==> config.mk <==
export PLATFORM = sky130hd
export DESIGN_NAME = sps_regs
export DESIGN_NICKNAME = d
export VERILOG_FILES = /design/src/sps_pkg.sv /design/src/sps_regs.sv
export VERILOG_INCLUDE_DIRS = /design/src
export SDC_FILE = /design/constraint.sdc
export NUM_CORES = 1
export LEC_CHECK = 0
export ABC_AREA = 1
export BUFFER_PORTS_ARGS = -buffer_cell sky130_fd_sc_hd__buf_2
export CORE_AREA = 5 5 114 116
export CTS_CLUSTER_DIAMETER = 120
export DETAILED_ROUTE_END_ITERATION = 6
export DIE_AREA = 0 0 119 121
export SLEW_MARGIN = 5
export SYNTH_ARGS = -nofsm -noshare
export SYNTH_HDL_FRONTEND = slang
export SYNTH_SLANG_ARGS = --single-unit
export TNS_END_PERCENT = 10
==> constraint.sdc <==
create_clock -name clk_sys -period 2 [get_ports clk_sys]
set_input_delay 0 -clock clk_sys [delete_from_list [all_inputs] [get_ports clk_sys]]
set_output_delay 0 -clock clk_sys [all_outputs]
set_load 0.02 [all_outputs]
==> src/sps_map.svh <==
// Register offsets, field positions and timing counts of the profile/stall register bank
// Assumes a 10 MHz system clock and SPI frames of 16 bits
`ifndef SPS_MAP_SVH
`define SPS_MAP_SVH
`define SPS_ADDR_REG1      3'h1
`define SPS_ADDR_REG2      3'h2
`define SPS_ADDR_REG3      3'h3
`define SPS_ADDR_REG4      3'h4
`define SPS_ADDR_REG5      3'h5
`define SPS_ADDR_REG6      3'h6
`define SPS_REG_RESET      13'h0000
`define SPS_FRAME_BITS     5'h10
`define SPS_BIT_OVKEEP     7
`define SPS_BIT_PWMDIS     5
`define SPS_BIT_OPEN_A     5
`define SPS_BIT_OPEN_B     6
`define SPS_BIT_REFERR     7
`define SPS_BIT_STALL      8
`define SPS_BIT_FREQ       9
`define SPS_BIT_FILT       10
`define SPS_BIT_STPIN      11
`define SPS_BIT_CLR        12
`define SPS_CLK_HZ         10000000
`define SPS_FILT_SHORT_NS  1500
`define SPS_FILT_LONG_NS   2500
`define SPS_FILT_SHORT_CYC ((`SPS_FILT_SHORT_NS * (`SPS_CLK_HZ / 1000000) + 999) / 1000)
`define SPS_FILT_LONG_CYC  ((`SPS_FILT_LONG_NS * (`SPS_CLK_HZ / 1000000) + 999) / 1000)
`define SPS_PWM20_HZ       20000
`define SPS_PWM30_HZ       30000
`define SPS_PWM20_CYC      (`SPS_CLK_HZ / `SPS_PWM20_HZ)
`define SPS_PWM30_CYC      (`SPS_CLK_HZ / `SPS_PWM30_HZ)
`endif

==> src/sps_pkg.sv <==
// Types shared by the profile/stall register bank
// Assumes sps_map.svh supplies the numbers
package sps_pkg;
    typedef logic [12:0] sps_reg_t;
    typedef struct packed {
        logic       ov_keep;
        logic       pwm_pin_disable;
        logic [7:0] stall_threshold;
        logic       pwm_freq_select;
        logic       glitch_filter_select;
        logic       stall_to_pwm_pin;
    } sps_cfg_t;
    typedef enum logic [1:0] {
        SPS_IDLE  = 2'b00,
        SPS_FRAME = 2'b01,
        SPS_DONE  = 2'b10
    } sps_state_t;
endpackage

==> src/sps_regs.sv <==
// Registers 2 to 6 of a two-bridge stepper driver, written over a 16-bit SPI frame
// Assumes SPI pins asynchronous to clk_sys; SPI clock well below clk_sys/4
// Notes on behaviour
// [RL1] Profile entry copied into bridge DAC field
// [RL2] Master writes zero to test bits
// [RL3] Overvoltage, keep bit zero: outputs off, flag
// [RL4] Overvoltage, keep bit one: outputs kept, flag
// [RL5] Reg3 bits 7:6 are threshold low bits
// [RL6] Threshold assembled from regs 3, 4, 5
// [RL7] PWM pin disable bit tristates pin
// [RL8] Reg6 bits 6:5 report open load
// [RL9] Reg6 bit 7 reports reference current error
// [RL10] Reg6 bit 8 is stall flag
// [RL11] Reg6 bit 9 selects PWM frequency
// [RL12] Reg6 bit 10 selects glitch filter time
// [RL13] Reg6 bit 11 mirrors stall on pin
// [RL14] Reg6 bit 12 write clears status flags
// [RL15] First three bits select the register
// [RL16] Write only on exactly sixteen edges
// [RL17] Stall when rise sum below threshold
// [RL18] Reset zero; writes keep status bits
`timescale 1ns/1ps
`include "sps_map.svh"
module sps_regs #(
    parameter int PWM20_CYC = `SPS_PWM20_CYC,
    parameter int PWM30_CYC = `SPS_PWM30_CYC
) (
    input  wire logic        clk_sys,
    input  wire logic        arst_n,
    input  wire logic        chip_select_n,
    input  wire logic        spi_clk,
    input  wire logic        serial_data_in,
    input  wire logic        supply_overvoltage_event,
    input  wire logic        open_load_a,
    input  wire logic        open_load_b,
    input  wire logic        refcurrent_fault,
    input  wire logic        pwm_bridge_a,
    input  wire logic [7:0]  rise_time_sum,
    input  wire logic        quadrant_done,
    input  wire logic        profile_load,
    input  wire logic [3:0]  profile_index,
    input  wire logic        profile_to_b,
    output logic      [4:0]  dac_bridge_a,
    output logic      [4:0]  dac_bridge_b,
    output logic             bridges_off,
    output logic             supply_overvoltage_flag,
    output logic             pwm_pin_out,
    output logic             pwm_pin_oe,
    output logic             pwm_freq_select,
    output logic             glitch_filter_select,
    output logic      [7:0]  pwm_period_cycles,
    output logic      [7:0]  glitch_filter_cycles,
    output logic      [7:0]  stall_threshold,
    output logic             stall_flag
);
    // ****************************************************************
    // Input synchronisers
    // ****************************************************************
    logic [2:0] sync1;
    logic [2:0] sync2;
    logic       csn_d;
    logic       sck_d;
    always_ff @(posedge clk_sys or negedge arst_n) begin
        if (!arst_n) begin
            // Idle pin levels, so no false edge after reset
            sync1 <= 3'h4;
            sync2 <= 3'h4;
            csn_d <= 1'b1;
            sck_d <= 1'b0;
        end else begin
            sync1 <= {chip_select_n, spi_clk, serial_data_in};
            sync2 <= sync1;
            csn_d <= sync2[2];
            sck_d <= sync2[1];
        end
    end
    logic sck_rise;
    logic csn_rise;
    assign sck_rise = sync2[1] & ~sck_d;
    assign csn_rise = sync2[2] & ~csn_d;

    // ****************************************************************
    // Frame shifter and edge counter
    // ****************************************************************
    logic [15:0]          shreg;
    logic [4:0]           bitcnt;
    logic                 over;
    sps_pkg::sps_state_t  state;
    logic [15:0]          next_shreg;
    logic [4:0]           next_bitcnt;
    logic                 next_over;
    sps_pkg::sps_state_t  next_state;
    logic                 wr_strobe;
    always_comb begin
        next_shreg  = shreg;
        next_bitcnt = bitcnt;
        next_over   = over;
        next_state  = state;
        wr_strobe   = 1'b0;
        case (state)
            sps_pkg::SPS_IDLE: begin
                if (!sync2[2]) begin
                    next_bitcnt = 5'h00;
                    next_over   = 1'b0;
                    next_state  = sps_pkg::SPS_FRAME;
                end
            end
            sps_pkg::SPS_FRAME: begin
                if (sck_rise && !sync2[2]) begin
                    next_shreg = {shreg[14:0], sync2[0]};
                    if (bitcnt == `SPS_FRAME_BITS) begin
                        next_over = 1'b1;
                    end else begin
                        next_bitcnt = bitcnt + 5'h01;
                    end
                end
                if (csn_rise) begin
                    next_state = sps_pkg::SPS_DONE;
                end
            end
            sps_pkg::SPS_DONE: begin
                wr_strobe  = (bitcnt == `SPS_FRAME_BITS) && !over; // [RL16]
                next_state = sps_pkg::SPS_IDLE;
            end
            default: next_state = sps_pkg::SPS_IDLE;
        endcase
    end
    always_ff @(posedge clk_sys or negedge arst_n) begin
        if (!arst_n) begin
            shreg  <= 16'h0000;
            bitcnt <= 5'h00;
            over   <= 1'b0;
            state  <= sps_pkg::SPS_IDLE;
        end else begin
            shreg  <= next_shreg;
            bitcnt <= next_bitcnt;
            over   <= next_over;
            state  <= next_state;
        end
    end

    // ****************************************************************
    // Register bank
    // ****************************************************************
    logic [2:0]  wr_addr;
    logic [12:0] wr_data;
    assign wr_addr = shreg[15:13]; // [RL15]
    assign wr_data = shreg[12:0];
    sps_pkg::sps_reg_t regs      [2:6];
    sps_pkg::sps_reg_t next_regs [2:6];
    logic              next_ovflag;
    logic              ovflag;
    always_comb begin
        for (int i = 2; i <= 6; i++) begin
            next_regs[i] = regs[i];
        end
        next_ovflag = ovflag | supply_overvoltage_event; // [RL3] [RL4]
        if (wr_strobe) begin
            for (int i = 2; i <= 5; i++) begin
                if (wr_addr == 3'(i)) begin
                    next_regs[i] = wr_data;
                end
            end
            if (wr_addr == `SPS_ADDR_REG6) begin
                // Status bits 8..5 stay; clear bit stored for readback
                next_regs[6] = {wr_data[12:9], regs[6][8:5], wr_data[4:0]}; // [RL18]
                if (wr_data[`SPS_BIT_CLR]) begin
                    next_regs[6][8:5] = 4'h0; // [RL14]
                end
            end
        end
        // Hardware sets win over clear
        if (open_load_a) next_regs[6][`SPS_BIT_OPEN_A] = 1'b1; // [RL8]
        if (open_load_b) next_regs[6][`SPS_BIT_OPEN_B] = 1'b1; // [RL8]
        if (refcurrent_fault) next_regs[6][`SPS_BIT_REFERR] = 1'b1; // [RL9]
        if (quadrant_done && (rise_time_sum < stall_threshold)) begin
            next_regs[6][`SPS_BIT_STALL] = 1'b1; // [RL10] [RL17]
        end
    end
    always_ff @(posedge clk_sys or negedge arst_n) begin
        if (!arst_n) begin
            for (int i = 2; i <= 6; i++) begin
                regs[i] <= `SPS_REG_RESET; // [RL18]
            end
            ovflag <= 1'b0;
        end else begin
            for (int i = 2; i <= 6; i++) begin
                regs[i] <= next_regs[i];
            end
            ovflag <= next_ovflag;
        end
    end

    // ****************************************************************
    // Derived configuration
    // ****************************************************************
    sps_pkg::sps_cfg_t cfg;
    always_comb begin
        cfg.ov_keep              = regs[2][`SPS_BIT_OVKEEP];
        cfg.pwm_pin_disable      = regs[3][`SPS_BIT_PWMDIS];
        cfg.stall_threshold      = {regs[5][7:5], regs[4][7:5], regs[3][7:6]}; // [RL5] [RL6]
        cfg.pwm_freq_select      = regs[6][`SPS_BIT_FREQ];
        cfg.glitch_filter_select = regs[6][`SPS_BIT_FILT];
        cfg.stall_to_pwm_pin     = regs[6][`SPS_BIT_STPIN];
    end

    // Profile entry lookup, index 0..8
    logic [4:0] prof;
    always_comb begin
        case (profile_index)
            4'h0:    prof = regs[2][4:0];
            4'h1:    prof = regs[2][12:8];
            4'h2:    prof = regs[3][4:0];
            4'h3:    prof = regs[3][12:8];
            4'h4:    prof = regs[4][4:0];
            4'h5:    prof = regs[4][12:8];
            4'h6:    prof = regs[5][4:0];
            4'h7:    prof = regs[5][12:8];
            4'h8:    prof = regs[6][4:0];
            default: prof = 5'h00;
        endcase
    end

    // ****************************************************************
    // Output registers
    // ****************************************************************
    logic [4:0] next_dac_a;
    logic [4:0] next_dac_b;
    logic       next_pin;
    always_comb begin
        next_dac_a = dac_bridge_a;
        next_dac_b = dac_bridge_b;
        if (profile_load && !profile_to_b) next_dac_a = prof; // [RL1]
        if (profile_load && profile_to_b)  next_dac_b = prof; // [RL1]
        next_pin = cfg.stall_to_pwm_pin ? regs[6][`SPS_BIT_STALL] : pwm_bridge_a; // [RL13]
    end
    always_ff @(posedge clk_sys or negedge arst_n) begin
        if (!arst_n) begin
            dac_bridge_a            <= 5'h00;
            dac_bridge_b            <= 5'h00;
            bridges_off             <= 1'b0;
            supply_overvoltage_flag <= 1'b0;
            pwm_pin_out             <= 1'b0;
            pwm_pin_oe              <= 1'b0;
            pwm_freq_select         <= 1'b0;
            glitch_filter_select    <= 1'b0;
            pwm_period_cycles       <= 8'h00;
            glitch_filter_cycles    <= 8'h00;
            stall_threshold         <= 8'h00;
            stall_flag              <= 1'b0;
        end else begin
            dac_bridge_a            <= next_dac_a;
            dac_bridge_b            <= next_dac_b;
            bridges_off             <= next_ovflag && !cfg.ov_keep; // [RL3] [RL4]
            supply_overvoltage_flag <= next_ovflag;
            pwm_pin_out             <= next_pin;
            pwm_pin_oe              <= !cfg.pwm_pin_disable; // [RL7]
            pwm_freq_select         <= cfg.pwm_freq_select;
            glitch_filter_select    <= cfg.glitch_filter_select;
            pwm_period_cycles       <= cfg.pwm_freq_select ? 8'(PWM20_CYC)
                                                           : 8'(PWM30_CYC); // [RL11]
            glitch_filter_cycles    <= cfg.glitch_filter_select ? 8'(`SPS_FILT_LONG_CYC)
                                                                : 8'(`SPS_FILT_SHORT_CYC); // [RL12]
            stall_threshold         <= cfg.stall_threshold;
            stall_flag              <= regs[6][`SPS_BIT_STALL];
        end
    end
endmodule

==> results.json <==
{
  "synthMuxAreaShare": 0.00217,
  "crit_type": "flip-flop to flip-flop",
  "syn-mean-instance-area_sq_um": 9.57,
  "clk_latency_ns": 0.41,
  "p_sw_uw": 1430,
  "worst_pin_slew_ns": 1.29,
  "globalplace.congestion": 0.818,
  "hold_viol": 0,
  "vias": 3763,
  "numPortBuffers": 58,
  "peakVddDrop_v": 0.000785,
  "syn_inst": 541,
  "cts_tree": "yes",
  "num_io_pins": 66,
  "cellLeakagePower_uw": 0.00307,
  "setup_viol": 0,
  "drt_iter0_drc": 311,
  "dieArea_sq_mm": 0.0144,
  "grt.overflow.total": 0,
  "antenna_found_initial": 0,
  "grt_pass1_wl_mm": 18.0,
  "final.setup.tns_ns": 0,
  "synth_area_leaders": "dfrtp_1, nand2_1, nand3_1, o21ai_2, inv_1",
  "comb_power_share": 0.068,
  "grt_max_degree": 68,
  "synth_top_family_by_area": "simple AND/OR/NAND/NOR gates",
  "synth_top_area_cell": "dfrtp_1",
  "cp-end-kind": "flip-flop",
  "ys_warn_count": 0,
  "std_cell_rows": 40,
  "drive_above_1_share": 0.229,
  "p_per_area_mw_per_mm2": 977,
  "drc": 0,
  "finalClockSkew_ns": 0.00648,
  "ant_nets": 0,
  "synthXorXnorAreaFrac": 0.00507,
  "initial_utilization": 0.438,
  "area_delta_synth_final_pct": 20.5,
  "holdCritPathClass": "input port to async pin",
  "seqPwrFrac": 0.418,
  "crit_required_ns": 2.29,
  "post-route-period-util": 0.873,
  "outcome": "finished, final reports clean",
  "slew_headroom": 0.135,
  "wire_per_inst_um": 13.8,
  "swShare": 0.234,
  "hpwlAfterDp_mm": 7.13,
  "clock_sinks": 119,
  "yosys.area.top_type_share": 0.561,
  "cts_resized": 0,
  "vias_per_cell": 4.88,
  "post-route-min-period_ns": 1.75,
  "synth_compound_area_frac": 0.105,
  "cts_buffer_depth": 2,
  "synthAdderAreaFrac": 0.0217,
  "ys_ff_latch": 119,
  "die_h_um": 121,
  "rsz0062_at_grt": "no",
  "cp_max_fo": 10,
  "ys_types": 30,
  "drv_cap": 0,
  "grtUsageTotal": 0.159,
  "clockRootBuffer": "clkbuf_16",
  "ys_seq_area_frac": 0.576,
  "drt_pass1_iterations": 4,
  "synth_edf_count": 0,
  "synthSimpleGateAreaFrac": 0.211,
  "slew_violations": 0,
  "path_clk_slew_ns": 0.05,
  "synth_area_sq_mm": 0.00518,
  "cts_buffers": 17,
  "clkPwrFrac": 0.514,
  "final_nets": 645,
  "max_freq_mhz": 573,
  "totalPowerFinal_uw": 6100,
  "cp.arrival_ns": 2.04,
  "coreArea_sq_mm": 0.0118,
  "first_global_vias": 3671,
  "postSynth.asyncResetShare": 1.00,
  "critPathLaunchType": "flip-flop",
  "die_w_um": 119,
  "synth_top_flop_cell": "dfrtp_1",
  "cts_max_level": 4,
  "n_antenna_cell": 0,
  "p_int_uw": 4670,
  "wirelength_mm": 10.6
}
[flip-flops by register name, indices dropped and copies added, names as in the netlist, 2 cells and up]
register and count:
stall_threshold 8, regs 46, pwm_period_cycles 2, dac_bridge_b 5, dac_bridge_a 5, sync2 3, shreg 16, sync1 3
state 2, cfg 13, glitch_filter_cycles 3, bitcnt 5
[stage by stage]
step	util	hold slack, ns	std cells	worst slack [ns]	area [sq um]
finish	0.528	0.0842	771	0.253	6240
global route	0.528	0.127	771	0.131	6240
CTS	0.528	0.0846	771	0.219	6240
detailed placement	0.468	-0.0106	729	0.220	5520
global placement	0.468	-0.0168	729	0.288	5520
floorplan	-	-0.296	544	0.505	5190
[worst max-delay path, stage by stage (launching register included)]
cell and delay, ns:
dfrtp_1 0.41, inv_1 0.09, ha_1 0.20, nand4_4 0.15, nor2_8 0.19, nand2_2 0.21, buf_4 0.25, nand2_1 0.08
o21ai_2 0.05
[cell type report]
type	instances	area, sq um
inverters	48	180
repair buffers	77	473
fillers	1043	5570
flip-flops and latches	119	2980
multi-input cells	348	1800
well taps	147	184
clock inverters	11	146
clock buffers	21	470
[layer usage]
layer,up-vias,global-route usage,part of all wire
met5,-,0,0
met3,13,0.0536,0.049
met2,85,0.244,0.48
met4,0,0.0652,0.013
met1,1784,0.208,0.46
li1,1881,-,-
[what timing repair did]
item / 4_1_cts / 5_1_grt
hold buffers: 10 / 0
endpoints found under the hold margin: 69 / 0
buffers inserted: 0 / 0
[placed cells by master, fill, tap and decap left out, drive strengths merged]
master and count:
nor2 25, dlygate4sd3 10, buf 67, nand2 158, mux2 1, and3 1, xor2 3, clkbuf 21
ha 9, o21a 1, dfstp 3, bufinv 3, nand3 50, clkinv 6, a21oi 5, inv 48
nand4 6, conb 5, clkinvlp 2, nor3 1, dfrtp 116, nor3b 1, o21ai 82
[cells by family (layout without fill, tap and decap cells)]
family / count (synthesis) / after routing
compound gates: 88 / 88
xor+xnor: 3 / 3
fa+ha+maj: 9 / 9
buf+inv: 77 / 157
flops: 119 / 119
mux: 1 / 1
other cells: 2 / 5
simple gates: 242 / 242
[Yosys cell counts (all sizes together), types with 2 or more instances]
cell / instances
xor2: 3
buf: 28
nand4: 6
o21ai: 82
dfstp: 3
nand3: 50
nand2: 158
ha: 9
conb: 2
a21oi: 5
dfrtp: 116
inv: 47
nor2: 25
[power by group through the flow]
| stage | combinational, uW | sequential, uW | clock (uW) |
|---|---|---|---|
| after global routing | 479 | 2560 | 3320 |
| after global placement | 393 | 2580 | 0 |
| after floorplan | 268 | 2580 | 0 |
| final | 414 | 2550 | 3130 |
| after CTS | 426 | 2550 | 3200 |
| after detailed placement | 410 | 2590 | 0 |
[final timing paths]
path / from / depth (start not counted) / to / slack (ns)
setup / recovery: bitcnt[0] / 8 / regs[4] / 0.25
hold / removal: arst_n / 2 / glitch_filter_cycles[3] / 0.08
setup reg to reg: bitcnt[0] / 8 / regs[4] / 0.25
hold reg to reg: sync1[0] / 0 / sync2[0] / 0.35
max in group asynchronous: arst_n / 3 / shreg[3] / 1.21
min in group clk_sys: rise_time_sum[7] / 6 / regs[8] / 0.11
(Power assumes the default switching activity.)
